<file path="config.mk">
export PLATFORM = sky130hd
export DESIGN_NAME = wdog_top
export DESIGN_NICKNAME = d
export VERILOG_FILES = /design/src/inc/wdog_pkg.sv /design/src/design/wdog_ms_tick.sv /design/src/design/wdog_top.sv
export VERILOG_INCLUDE_DIRS = /design/src /design/src/inc
export SDC_FILE = /design/constraint.sdc
export NUM_CORES = 1
export LEC_CHECK = 0
export BUFFER_PORTS_ARGS = -buffer_cell sky130_fd_sc_hd__buf_2
export CORE_UTILIZATION = 45
export DETAILED_ROUTE_END_ITERATION = 12
export GPL_TIMING_DRIVEN = 0
export PLACE_DENSITY = 0.67
export SETUP_SLACK_MARGIN = 0.02
export SLEW_MARGIN = 10
export SYNTH_ARGS = -nofsm -noshare
export SYNTH_HDL_FRONTEND = slang
export SYNTH_SLANG_ARGS = --single-unit
</file>
<file path="constraint.sdc">
create_clock -name clk_i -period 5.2 [get_ports clk_i]
set_clock_uncertainty 0.1 [all_clocks]
set_input_delay 0.78 -clock clk_i [delete_from_list [all_inputs] [get_ports clk_i]]
set_output_delay 0.78 -clock clk_i [all_outputs]
set_load 0.05 [all_outputs]
</file>
<file path="src/inc/wdog_defines.svh">
`ifndef WDOG_DEFINES_SVH
`define WDOG_DEFINES_SVH
// ---------------------------------------------------------------
// register map
// ---------------------------------------------------------------
`define WDOG_TRIG_OFS 8'h34
`define WDOG_STAT_OFS 8'h38
`define WDOG_TRIG_RESET 32'h0000_0108
`define WDOG_LIMIT_MSB 7
`define WDOG_LIMIT_LSB 6
`define WDOG_PSEL_MSB 5
`define WDOG_PSEL_LSB 0
`define WDOG_FIXED_ONE_BIT 8
// ---------------------------------------------------------------
// timing
// ---------------------------------------------------------------
`define WDOG_CLK_HZ 40000000
`define WDOG_MS_CYCLES (`WDOG_CLK_HZ / 1000)
`define WDOG_LONG_OPEN_MS 80
`define WDOG_SHORT_OPEN_MS 30
`define WDOG_STEP_MS 16
`define WDOG_SHUTDOWN_COUNT 5
`endif

</file>
<file path="src/inc/wdog_pkg.sv">
package wdog_pkg;
  // watchdog phases
  typedef enum logic [1:0] {
    WDOG_LONG_OPEN,
    WDOG_WINDOWED,
    WDOG_SHORT_OPEN
  } wdog_phase_t;

  // decoded trigger write
  typedef struct packed {
    logic valid;
    logic short_req;
    logic [5:0] psel;
    logic [1:0] limit;
  } wdog_trig_t;
endpackage : wdog_pkg

</file>
<file path="src/design/wdog_ms_tick.sv">
`timescale 1ns/1ps
`default_nettype none
`include "wdog_defines.svh"

// free-running millisecond tick from the watchdog clock
module wdog_ms_tick #(
  parameter int unsigned CYCLES_PER_MS = `WDOG_MS_CYCLES
) (
  input wire logic clk_i,
  input wire logic rst_i,
  input wire logic ce_i,
  output logic tick_o
);
  logic [31:0] cnt_q;

  // one-cycle tick every millisecond while enabled
  always_ff @(posedge clk_i) begin
    if (rst_i) begin
      cnt_q <= 32'h0;
    end else if (ce_i) begin
      if (cnt_q == CYCLES_PER_MS - 1) begin
        cnt_q <= 32'h0;
      end else begin
        cnt_q <= cnt_q + 32'h1;
      end
    end
  end

  assign tick_o = ce_i && (cnt_q == CYCLES_PER_MS - 1);
endmodule : wdog_ms_tick
`default_nettype wire

</file>
<file path="src/design/wdog_top.sv">
// Design decision made here: the Wishbone slave port.
`timescale 1ns/1ps
`default_nettype none
`include "wdog_defines.svh"

module wdog_top #(
  parameter int unsigned CYCLES_PER_MS = `WDOG_MS_CYCLES
) (
  input wire logic clk_i,
  input wire logic rst_i,
  input wire logic ce_i,
  input wire logic por_i,
  input wire logic active_mode_i,
  input wire logic debug_mode_i,
  input wire logic cause_clr_i,
  input wire logic wb_cyc_i,
  input wire logic wb_stb_i,
  input wire logic wb_we_i,
  input wire logic [7:0] wb_adr_i,
  input wire logic [3:0] wb_sel_i,
  input wire logic [31:0] wb_dat_i,
  output logic [31:0] wb_dat_o,
  output logic wb_ack_o,
  output logic wdog_reset_o,
  output logic sleep_req_o,
  output logic watchdog_reset_cause_flag_o
);
  // ---------------------------------------------------------------
  // pin synchronisers
  // ---------------------------------------------------------------
  logic [1:0] act_sync_q;
  logic [1:0] dbg_sync_q;
  logic [1:0] clr_sync_q;
  logic [1:0] por_sync_q;
  logic act_prev_q;

  // two stages each; only the second stage feeds logic
  always_ff @(posedge clk_i) begin
    if (rst_i) begin
      act_sync_q <= 2'h0;
      dbg_sync_q <= 2'h0;
      clr_sync_q <= 2'h0;
    end else if (ce_i) begin
      act_sync_q <= {act_sync_q[0], active_mode_i};
      dbg_sync_q <= {dbg_sync_q[0], debug_mode_i};
      clr_sync_q <= {clr_sync_q[0], cause_clr_i};
    end
  end

  // power-on sync ignores rst_i, else a plain reset would wipe the miss count
  always_ff @(posedge clk_i) begin
    if (ce_i) begin
      por_sync_q <= {por_sync_q[0], por_i};
    end
  end

  logic run;
  logic wake;
  assign run = act_sync_q[1] && !dbg_sync_q[1];

  always_ff @(posedge clk_i) begin
    if (rst_i) begin
      act_prev_q <= 1'b0;
    end else if (ce_i) begin
      act_prev_q <= run;
    end
  end
  assign wake = run && !act_prev_q;

  // ---------------------------------------------------------------
  // millisecond tick
  // ---------------------------------------------------------------
  logic tick;
  wdog_ms_tick #(
    .CYCLES_PER_MS(CYCLES_PER_MS)
  ) u_tick (
    .clk_i(clk_i),
    .rst_i(rst_i),
    .ce_i(ce_i && run),
    .tick_o(tick)
  );

  // ---------------------------------------------------------------
  // wishbone slave
  // ---------------------------------------------------------------
  logic [1:0] limit_q;
  logic [5:0] psel_q;
  logic req;
  wdog_pkg::wdog_trig_t trig;

  assign req = wb_cyc_i && wb_stb_i && !wb_ack_o;

  // ack one cycle after request, dropped the next cycle
  always_ff @(posedge clk_i) begin
    if (rst_i) begin
      wb_ack_o <= 1'b0;
    end else if (ce_i) begin
      wb_ack_o <= req;
    end
  end

  // only full-word writes count as service
  always_comb begin
    trig = '0;
    trig.valid = req && wb_we_i && (wb_adr_i == `WDOG_TRIG_OFS) && (wb_sel_i == 4'hf);
    trig.psel = wb_dat_i[`WDOG_PSEL_MSB:`WDOG_PSEL_LSB];
    trig.limit = wb_dat_i[`WDOG_LIMIT_MSB:`WDOG_LIMIT_LSB];
    trig.short_req = (trig.psel == 6'h00);
  end

  logic svc;
  assign svc = trig.valid && run && ce_i;

  // stored configuration
  always_ff @(posedge clk_i) begin
    if (rst_i) begin
      limit_q <= 2'(`WDOG_TRIG_RESET >> `WDOG_LIMIT_LSB);
      psel_q <= 6'(`WDOG_TRIG_RESET);
    end else if (svc) begin
      limit_q <= trig.limit;
      psel_q <= trig.psel;
    end
  end

  // ---------------------------------------------------------------
  // phase and period timer
  // ---------------------------------------------------------------
  wdog_pkg::wdog_phase_t phase_q;
  logic [9:0] ms_q;
  logic [9:0] len_q;
  logic [1:0] short_cnt_q;
  logic fire;
  logic closed;

  // period length in ms for a selection
  function automatic logic [9:0] period_ms(input logic [5:0] sel);
    period_ms = 10'(sel * `WDOG_STEP_MS);
  endfunction : period_ms

  assign closed = (phase_q == wdog_pkg::WDOG_WINDOWED) && ({ms_q, 1'b0} < {1'b0, len_q});

  // violation decode, combinational on the service and tick
  always_comb begin
    fire = 1'b0;
    if (run && ce_i) begin
      if (svc && trig.short_req) begin
        if (phase_q == wdog_pkg::WDOG_LONG_OPEN || {1'b0, short_cnt_q} >= {1'b0, trig.limit}) begin
          fire = 1'b1;
        end
      end else if (svc) begin
        fire = closed;
      end else if (tick && ms_q + 10'h1 >= len_q) begin
        fire = 1'b1;
      end
    end
  end

  // phase progression
  always_ff @(posedge clk_i) begin
    if (rst_i) begin
      phase_q <= wdog_pkg::WDOG_LONG_OPEN;
      ms_q <= 10'h0;
      len_q <= 10'(`WDOG_LONG_OPEN_MS);
    end else if (ce_i) begin
      if (wake || fire) begin
        phase_q <= wdog_pkg::WDOG_LONG_OPEN;
        ms_q <= 10'h0;
        len_q <= 10'(`WDOG_LONG_OPEN_MS);
      end else if (svc && trig.short_req) begin
        phase_q <= wdog_pkg::WDOG_SHORT_OPEN;
        ms_q <= 10'h0;
        len_q <= 10'(`WDOG_SHORT_OPEN_MS);
      end else if (svc) begin
        phase_q <= wdog_pkg::WDOG_WINDOWED;
        ms_q <= 10'h0;
        len_q <= period_ms(trig.psel);
      end else if (run && tick) begin
        ms_q <= ms_q + 10'h1;
      end
    end
  end

  always_ff @(posedge clk_i) begin
    if (rst_i) begin
      short_cnt_q <= 2'h0;
    end else if (ce_i) begin
      if (wake || fire) begin
        short_cnt_q <= 2'h0;
      end else if (svc && trig.short_req) begin
        short_cnt_q <= short_cnt_q + 2'h1;
      end else if (svc) begin
        short_cnt_q <= 2'h0;
      end
    end
  end

  // ---------------------------------------------------------------
  // reset output, cause flag, miss counter
  // ---------------------------------------------------------------
  logic [2:0] miss_q;
  logic cause_q;
  logic rst_q;

  // registered reset pulse
  always_ff @(posedge clk_i) begin
    if (rst_i) begin
      rst_q <= 1'b0;
    end else if (ce_i) begin
      rst_q <= fire && (miss_q < 3'(`WDOG_SHUTDOWN_COUNT - 1));
    end
  end
  assign wdog_reset_o = rst_q;

  // the miss count and cause flag survive rst_i; of the two resets, only power-on clears them
  always_ff @(posedge clk_i) begin
    if (por_sync_q[1]) begin
      miss_q <= 3'h0;
      cause_q <= 1'b0;
    end else if (ce_i) begin
      if (fire) begin
        cause_q <= 1'b1;
      end else if (clr_sync_q[1]) begin
        cause_q <= 1'b0;
      end
      if (fire && miss_q < 3'(`WDOG_SHUTDOWN_COUNT)) begin
        miss_q <= miss_q + 3'h1;
      end else if (svc && !fire && !trig.short_req) begin
        miss_q <= 3'h0;
      end
    end
  end
  assign sleep_req_o = (miss_q == 3'(`WDOG_SHUTDOWN_COUNT));
  assign watchdog_reset_cause_flag_o = cause_q;

  // read data
  always_ff @(posedge clk_i) begin
    if (rst_i) begin
      wb_dat_o <= 32'h0;
    end else if (ce_i) begin
      if (req && !wb_we_i && wb_adr_i == `WDOG_TRIG_OFS) begin
        wb_dat_o <= {23'h0, 1'b1, limit_q, psel_q};
      end else if (req && !wb_we_i && wb_adr_i == `WDOG_STAT_OFS) begin
        wb_dat_o <= {16'h0, ms_q, cause_q, miss_q, short_cnt_q};
      end else begin
        wb_dat_o <= 32'h0;
      end
    end
  end
endmodule : wdog_top
`default_nettype wire

</file>
=== Yosys cells after proc, flatten, opt, wreduce, memory -nomap -nowiden ===
Index checks and enable logic that the tools add are counted.

* Register bits: 111
* Logic and storage cells: 97
* Output and inout port bits: 36
* Bits of input ports: 54

* Add/sub/neg operators: 4
* $lt $le $gt $ge: 5
* Reduce and logical (&&, ||, !) cells: 40
* Mux-type cells: 25
* Equality and inequality tests: 6

{| class="wikitable"
|+ Operators with widths
! operator !! number
|-
| 2-to-1 mux 10 bit || 7
|-
| adder 32 x 1 -> 32 bit (second input constant) || 1
|-
| equality test 32 x 16 -> 1 bit (second input constant) || 1
|-
| 2-to-1 mux 16 bit || 2
|-
| 2-to-1 mux 32 bit || 1
|-
| logical AND 1 bit || 22
|-
| equality test 8 x 6 -> 1 bit (second input constant) || 2
|-
| 2-to-1 mux 2 bit || 6
|-
| less-than comparator 11 x 10 -> 1 bit || 1
|-
| adder 10 x 1 -> 10 bit (second input constant) || 1
|-
| greater-or-equal comparator 10 bit || 1
|-
| AND reduction 2 bit || 4
|-
| 2-to-1 mux 1 bit || 7
|-
| zero test 1 bit || 6
|-
| zero test 6 bit || 1
|-
| less-than comparator 3 bit (second input constant) || 2
|-
| 2-to-1 mux 3 bit || 2
|-
| equality test 4 bit (second input constant) || 1
|-
| nonzero test 2 bit || 2
|-
| nonzero test 4 bit || 1
|-
| adder 3 x 1 -> 3 bit (second input constant) || 1
|-
| equality test 3 bit (second input constant) || 1
|-
| nonzero test 3 bit || 1
|-
| adder 2 x 1 -> 2 bit (second input constant) || 1
|-
| 4 further kinds || 5
|}

=== Depth between registers and ports, before layout ===
Gate-level depths: netlist of the first run.

* Word-level depth: 15
* Depth in mapped cells: 13
* Gate-level depth less buffers: 12

=== Cells and area by module ===
Synthesis of the first run repeated with hierarchy kept, for this count alone.

* Cell total of the unflattened synthesis: 543
* Area total of the unflattened synthesis: 4759.6 um^2

{| class="wikitable"
|+ Modules (own cells, without submodules)
! module !! instances !! cells an instance !! sequential area each (um^2) !! area each (um^2)
|-
| wdog_top || 1 || 359 || 1201.2 || 3144.3
|-
| wdog_ms_tick || 1 || 184 || 640.6 || 1615.3
|}

=== Worst setup path after synthesis of the first run ===
OpenSTA, ideal clock, no wires.

* Path kind: reg2reg
* Start point: register ms_q[0]
* End point: register len_q[4]
* Setup time: 144 ps
* Arrival: 2818 ps
* Path buffers: 0
* Setup slack: 2138 ps
* Period minus slack after synthesis: 3062 ps
* Cell stages (with the launch flop): 13
* Data required time: 4956 ps
* Path through: dfxtp_1 ha_1 and3_1 nand3_1 nor2_1 xor2_1 ha_1 o21ai_0 nor2_1 a211oi_1 o21ai_0 a21oi_1 a22oi_1

* Longest elaborated chain between the ends: 10
* Elaborated cells between the ends (all ways): 13
* Those cells by class: add/sub: 1; order compare: 2; mux: 5; reduce/logical: 5

{| class="wikitable"
|+ Ends and longest elaborated chain
! what !! line !! text
|-
| start: declaration || wdog_top.sv:129 || <nowiki>logic [9:0] ms_q;</nowiki>
|-
| start signal: assignment || wdog_top.sv:178 || <nowiki>ms_q <= ms_q + 10'h1;</nowiki>
|-
| adder 10 x 1 -> 10 bit || wdog_top.sv:152 || <nowiki>end else if (tick && ms_q + 10'h1 >= len_q) begin</nowiki>
|-
| greater-or-equal comparator 10 bit || wdog_top.sv:152 ||
|-
| logical AND 1 bit || wdog_top.sv:152 ||
|-
| 2-to-1 mux 1 bit || wdog_top.sv:152 ||
|-
| 2-to-1 mux 1 bit (*) || wdog_top.sv:150 || <nowiki>end else if (svc) begin</nowiki>
|-
| 2-to-1 mux 1 bit (*) || wdog_top.sv:146 || <nowiki>if (svc && trig.short_req) begin</nowiki>
|-
| 2-to-1 mux 1 bit (*) || wdog_top.sv:145 || <nowiki>if (run && ce_i) begin</nowiki>
|-
| logical OR 1 bit (*) || wdog_top.sv:165 || <nowiki>if (wake || fire) begin</nowiki>
|-
| nonzero test 3 bit (no source line) || n/a ||
|-
| AND reduction 2 bit (no source line) || n/a ||
|-
| end signal: assignment || wdog_top.sv:163 || <nowiki>len_q <= 10'(`WDOG_LONG_OPEN_MS);</nowiki>
|-
| end signal: assignment || wdog_top.sv:168 || <nowiki>len_q <= 10'(`WDOG_LONG_OPEN_MS);</nowiki>
|-
| end signal: assignment || wdog_top.sv:172 || <nowiki>len_q <= 10'(`WDOG_SHORT_OPEN_MS);</nowiki>
|-
| end: declaration || wdog_top.sv:130 || <nowiki>logic [9:0] len_q;</nowiki>
|}

Every way passes the cells marked *; elsewhere a longest branch is shown, timed or not.
A chain may end at the register's enable or synchronous reset.

=== Final worst setup path of the first run ===
Ends and elaborated chain as after synthesis.

==> results of run 1 <==
==> how the worst min path moves through the flow <==
stage / startpoint / end / slack [ns]
6_report: psel_q[2] / psel_q[2] / 0.36
5_1_grt: por_sync_q[0] / por_sync_q[1] / 0.38
4_1_cts: psel_q[2] / psel_q[2] / 0.36
3_5_place_dp: por_sync_q[0] / por_sync_q[1] / 0.34
3_3_place_gp: por_sync_q[0] / por_sync_q[1] / 0.34
2_1_floorplan: por_sync_q[0] / por_sync_q[1] / 0.30
==> flip-flops by register name (all words and copies together) (netlist names) <==
name	flops
act_prev_q	1
act_sync_q	2
clr_sync_q	2
dbg_sync_q	2
len_q	7
limit_q	2
miss_q	3
ms_q	10
phase_q	1
por_sync_q	2
psel_q	6
short_cnt_q	2
u_tick.cnt_q	32
watchdog_reset_cause_flag_o	1
wb_ack_o	1
wb_dat_o	16
wdog_reset_o	1
==> final cells by class <==
type                            count  area (µm²)
Buffer                             37         204
Clock buffer                        9         124
Clock inverter                      7         121
Fill cell                         936        4550
Inverter                           21        78.8
Multi-Input combinational cell    399        2580
Sequential cell                    91        1840
Tap cell                          133         166
Timing Repair Buffer               49         245
==> stage by stage <==
stage | hold WS [ns] | worst slack, ns | total power, W
finish | 0.364 | 1.31 | 0.00138
global route | 0.378 | 0.898 | 0.00143
CTS | 0.364 | 1.31 | 0.00140
detailed placement | 0.340 | 1.35 | 0.000808
global placement | 0.335 | 1.40 | 0.000808
floorplan | 0.300 | 2.14 | 0.000783
==> power by group through the flow <==
| stage | Clock [W] | Combinational, W | Sequential [W] |
|---|---|---|---|
| after detailed placement | 0 | 0.0000858 | 0.000723 |
| after global routing | 0.000630 | 0.0000928 | 0.000707 |
| final | 0.000591 | 0.0000863 | 0.000706 |
| after global placement | 0 | 0.0000854 | 0.000722 |
| after CTS | 0.000603 | 0.0000861 | 0.000706 |
| after floorplan | 0 | 0.0000603 | 0.000723 |
==> critical path, delay by kind of cell, from the launching register on <==
kind	cells	cell delay, ns
xor gates and xnor gates	1	0.22
DFF	1	0.53
adders and majority gates	2	0.51
and+or+nand+nor	4	0.63
AOI/OAI and AO/OA	5	1.75
==> kinds of logic after synthesis <==
logic type | count (synthesis) | synth area share [%]
AOI/OAI and AO/OA | 100 | 14.9
xor gates and xnor gates | 31 | 5.84
adders and majority gates | 23 | 6.19
buffers and inverters | 58 | 6.08
DFF | 91 | 39.6
muxes | 8 | 1.72
other | 1 | 0.0807
and+or+nand+nor | 221 | 25.6
==> per-layer routing <==
metal | track usage (%) | vias up
met5 | 0 | -
met4 | 8.80 | 0
met3 | 4.09 | 15
met2 | 32.7 | 121
met1 | 29.5 | 1915
li1 | - | 2049
==> cells in the final DEF (no fill, tap or decap), types with 3 or more instances in the layout <==
cell / n
xnor2_1: 13
nand2b_1: 6
conb_1: 16
clkbuf_8: 9
xor2_1: 18
a211oi_1: 7
nor4bb_1: 3
buf_2: 53
nand4_1: 11
a222oi_1: 8
buf_4: 16
o21ai_0: 14
nor3b_1: 3
dfxtp_1: 89
o21a_1: 3
and4_1: 5
a22o_1: 7
nor2_1: 66
nor3_1: 8
clkbuf_1: 15
mux2i_1: 8
or3_1: 10
nand3_1: 23
a21o_1: 5
and4b_1: 3
bufinv_16: 3
nand2_1: 39
a22oi_1: 12
or2_2: 3
and3_1: 7
and2_1: 5
inv_1: 20
a21oi_1: 27
nor4_1: 11
ha_1: 23
==> metrics, run 1 <==
outcome finished clean; fmax 257 MHz; largest area contributor in the netlist dfxtp_1; Clock Sinks between 90 and 100; final instance area between 5000 and 6000 µm²; DRT Pass-1 Iters 6; capturing point of the worst reg2reg path len_q[4]; root buf cell clkbuf_8; fin util 54.1%; Post-DP HPWL just over 8000 µm; input/output buffers 49; DIE HEIGHT 104 µm; H-tree lvl count 3; Core ar. about 10000 µm²; ranking of synthesized cells by instance count dfxtp_1 (89), nor2_1 (66), nand2_1 (39); metal2 WL just under 5000 µm; crit path DAT 4.01 ns; part of the Yosys area used for sequential elements between 30% and 40%; total of max-cap violations 0; Pins Over Slew Limit 0; residual DRC count 0; Synth area leaders dfxtp_1 (38%), ha_1 (6.2%), nor2_1 (5.3%), xor2_1 (3.4%), nand2_1 (3.1%); #FFs+latches synth between 90 and 100; critical path type reg2reg; via count approximately 4,100; vias in the first global route around 3,900; final period utilization 74.8%; Slew @ Worst Pin between 0.7 and 0.8 ns; Starting Density a little under half; non-filler cells, final 746; Starting DRT DRC Count 280; share of post-route cells with drive strength above 1 between 15 and 20%; CP max stage delay 0.64 ns; yosys warns 0; Worst Path Max Fanout 9; DR WL met3 556 µm; worst min-delay path class reg2reg; Mean Syn Cell Area slightly below 9 µm²; CTS Buffer Depth 2; TritonCTS buffer count 9; dominant synthesized flop cell dfxtp_1; share of the synthesized area in the top cell type between 30% and 40%; global-route wire length before repair 18,500 µm; setup TNS 0 ns; sequential share of power about half; most common cell in the netlist dfxtp_1; Power per Cell Area roughly 260 nW/µm²; post_cts resized 0; Hold Path Cell Cnt 2; final wirelength between 10,000 and 15,000 µm; critical path data required time between 5 and 6 ns; CTS clk-pin slew, worst paths approximately 0.09 ns; Clock Latency Late Sink 0.38 ns; Hold Buf Count CTS 0; setup violators final 0; GP Congestion 0.876; placed inst area between 5000 and 6000 µm²; initial antenna violation count 0; RSZ-0062 raised after global routing false; Antenna Nets Post-Route 0; R2R Path Start ms_q[0]; Max-slew headroom a little under half; critical path cell sequence ha_1, and3_1, nand3_1, nor2_1, xor2_1, ha_1, o21ai_0, nor2_1, a211oi_1, o21ai_0, a21oi_1, a22oi_1; Synth Cell Area between 4000 and 5000 µm²; Worst setup EP type register; row count 36; Critical Path Source ms_q[0]; via-per-instance ratio 5.50; synth unique cells 64; Die W 104 µm; die area between 10,000 and 15,000 µm²; power share of the combinational group slightly above 6%; CP max stage cell a21oi_1; crit path time final just under 4 ns; Static Leak approximately 2.2 nW; CTS tree yes; crit path capture len_q[4]; gr ovfl total 0; reg2reg setup slack approximately 1.3 ns; fin nets a little under 700; Max VDD drop 155 µV; number of enable flip-flop cells after synthesis 2; Final Hold Viols 0; sw frac approximately a quarter; Area growth syn-to-layout 15.3%; pin count of the biggest net entering global routing 17; Ant. Diodes 0; FF-to-FF path depth 12; clock share of power between 40% and 50%; dpl cells 730; wl on met1 5330 µm; gr usage total a little over a fifth; highest metal used met4; sw power 0.000331 W; # IOs 90; Post-synth ARST share 0%; Int Power between 0.001 and 0.0015 W; routed len/inst around 15 µm; # Post-CTS Setup Buffers 0; Critical Path Start Type register; post-synthesis cell count about 530
Power figures use the tool's default switching activity.
==> run 2, diff against run 1 <==
Settings changed: PLACE_DENSITY 0.67 to 0.7.
Clock period 5.2 ns to 3.4 ns, I/O delays scaled along.
==> run 2 against run 1 <==
Register-to-register slack got worse by 1.1 ns. Critical path type unchanged. Core utilization decreased by 0.10 points. Largest cell class unchanged. Sequential power increased by 53%. Maximum frequency increased by 23%. Cell count unchanged. Sequential share of layout area increased by 0.11 points. Hold slack got worse by 0.15 ns. Clock-buffer cell count increased by 4. Highest routed layer unchanged.
==> metrics, run 2 (synthesis gave the netlist of run 1 again) <==
die area 10,700 µm² (unchanged); Max-slew headroom 46.8% (+0.21 points); CTS clk-pin slew, worst paths 0.09 ns (about the same); gr ovfl total 0 (unchanged); Hold Startpoint por_i; dpl cells 730 (unchanged); DIE HEIGHT 104 µm (unchanged); CTS tree yes; crit path DAT 3.39 ns (-0.62 ns); GP Congestion 0.854 (-2.5%); Antenna Nets Post-Route 0 (unchanged); TritonCTS buffer count 9 (unchanged); gr usage total 21.2% (-0.24 points); Final Hold Viols 0 (unchanged); Pins Over Slew Limit 0 (unchanged); Buf/Inv on CP 1 (+1); reg2reg setup slack 0.22 ns (-1.08 ns); critical path cell sequence ha_1, and3_1, nand3_1, nor2_1, xor2_1, ha_1, o21ai_0, nor2_1, a211oi_4, and3_1, buf_2, and4b_1, a221o_1; Die W 104 µm (unchanged); non-filler cells, final 746 (unchanged); max reg flops 32 (unchanged); Critical Path Source ms_q[0]; R2R Path Start ms_q[0]; residual DRC count 0 (unchanged); Starting Density 46.9% (unchanged); # IOs 90 (unchanged); fin util 54.0% (-0.10 points); Core ar. 9910 µm² (unchanged); crit path time final 3.18 ns (-0.716 ns); Top Family by Delay on Critical Path simple AND/OR/NAND/NOR gates; row count 36 (unchanged); Ant. Diodes 0 (unchanged); Critical Path Start Type register; final wirelength 11,000 µm (+0.30%); total of max-cap violations 0 (unchanged); setup violators final 0 (unchanged); final period utilization 93.4% (+19 points); via count 4,132 (+0.78%); most frequent cells in the layout dfxtp_1 (87), nor2_1 (66), buf_2 (53), nand2_1 (39), a21oi_1 (26); Static Leak 2.17 nW (-0.49%); Clock Latency Late Sink 0.36 ns (-0.02 ns); fmax 315 MHz (+23%); H-tree lvl count 3 (unchanged); CP max stage cell dfxtp_2; fin nets 686 (+0.15%); worst min-delay path class in2reg; Starting DRT DRC Count 244 (-13%); Post-DP HPWL 8340 µm (+0.36%); initial antenna violation count 0 (unchanged); fill cell count 934 (-0.21%); Clock Sinks 91 (unchanged); pin count of the biggest net entering global routing 14 (-3); CP max stage delay 0.43 ns (-0.21 ns); Max VDD drop 156 µV (+0.45%); via-per-instance ratio 5.54 (+0.78%); CTS Buffer Depth 2 (unchanged); Worst setup EP type register; critical path data required time 3.61 ns (-1.71 ns); most common library cell in the layout ignoring fill and taps dfxtp_1; DRT Pass-1 Iters 5 (-1); Top reg by flops u_tick.cnt_q; global-route wire length before repair 18,500 µm (-0.15%); vias in the first global route 3,881 (+0.54%); Power per Cell Area 375 nW/µm² (+45%); root buf cell clkbuf_8; routed len/inst 14.7 µm (+0.30%); Hold Buf Count CTS 0 (unchanged); share of post-route cells with drive strength above 1 16.3% (+0.16 points); Slew @ Worst Pin 0.778 ns (-0.0167 ns); worst hold margin 0.219 ns (-0.146 ns); critical path type reg2reg; input/output buffers 49 (unchanged); setup TNS 0 ns (unchanged); Area growth syn-to-layout 15.1%; Worst Path Max Fanout 9 (unchanged); Top Registers u_tick.cnt_q (32), wb_dat_o (16), ms_q (10); outcome finished clean
==> run 2: changes by cell type in the layout (fill, tap and decap cells not counted), moves of 2 or more <==
cell / change
clkbuf_1: +3
dfxtp_2: +2
dfxtp_1: -2
inv_6: -2
==> run 2: path summary, 6_finish.rpt <==
path,endpoint,cells after the start
max reg2reg,ms_q[6],13
min,por_sync_q[0],1
min reg2reg,psel_q[2],2
max,ms_q[6],13
==> run 2: report_power, final <==
group          total (W)  internal (W)  leakage, nW  switching, W
Clock           0.000792      0.000432        0.104      0.000360
Sequential       0.00108       0.00107        0.738    0.00000531
Combinational   0.000134     0.0000423         1.32     0.0000913
Total            0.00201       0.00155         2.17      0.000457
==> run 2: layer usage <==
layer | global-route usage [%] | wire length (µm) | vias to the layer above
li1 | - | - | 2037
met1 | 28.4 | 5080 | 1968
met2 | 34.4 | 5150 | 112
met3 | 2.89 | 550 | 15
met4 | 8.28 | 191 | 0
met5 | 0 | 0 | -
==> run 2: stage by stage <==
step           total power [W]  worst slack (ns)  cell area, µm²
5_1_grt                0.00209           -0.0445            5350
3_3_place_gp           0.00123            -0.401            5120
2_1_floorplan          0.00120             0.338            4710
4_1_cts                0.00202            0.0907            5340
6_report               0.00201             0.224            5350
3_5_place_dp           0.00124            -0.489            5120
==> run 2: cell type report <==
cell class	instances	area (µm²)	share of cell area [%]
multi-input cells	399	2600	48.5
flip-flops and latches	91	1840	34.5
repair buffers	50	253	4.72
plain buffers	37	204	3.81
well taps	133	166	3.11
clock buffers	13	149	2.78
inverters	21	78.8	1.47
clock inverters	2	60.1	1.12
==> run 2: worst register-to-register path, delay by kind of cell (launching register included) <==
kind                       cells  cell delay [ns]
xor gates and xnor gates       1             0.27
adders and majority gates      2             0.49
AOI/OAI and AO/OA              3             0.56
and+or+nand+nor                6             1.07
buffers and inverters          1             0.20
DFF                            1             0.43
==> run 2: repair_timing <==
action                                  4_1_cts  5_1_grt
buffers inserted                              1        0
endpoints found under the setup margin       20       20
hold endpoints to repair                      0        0
gates resized for setup                       2        3
pin swaps                                     1        0
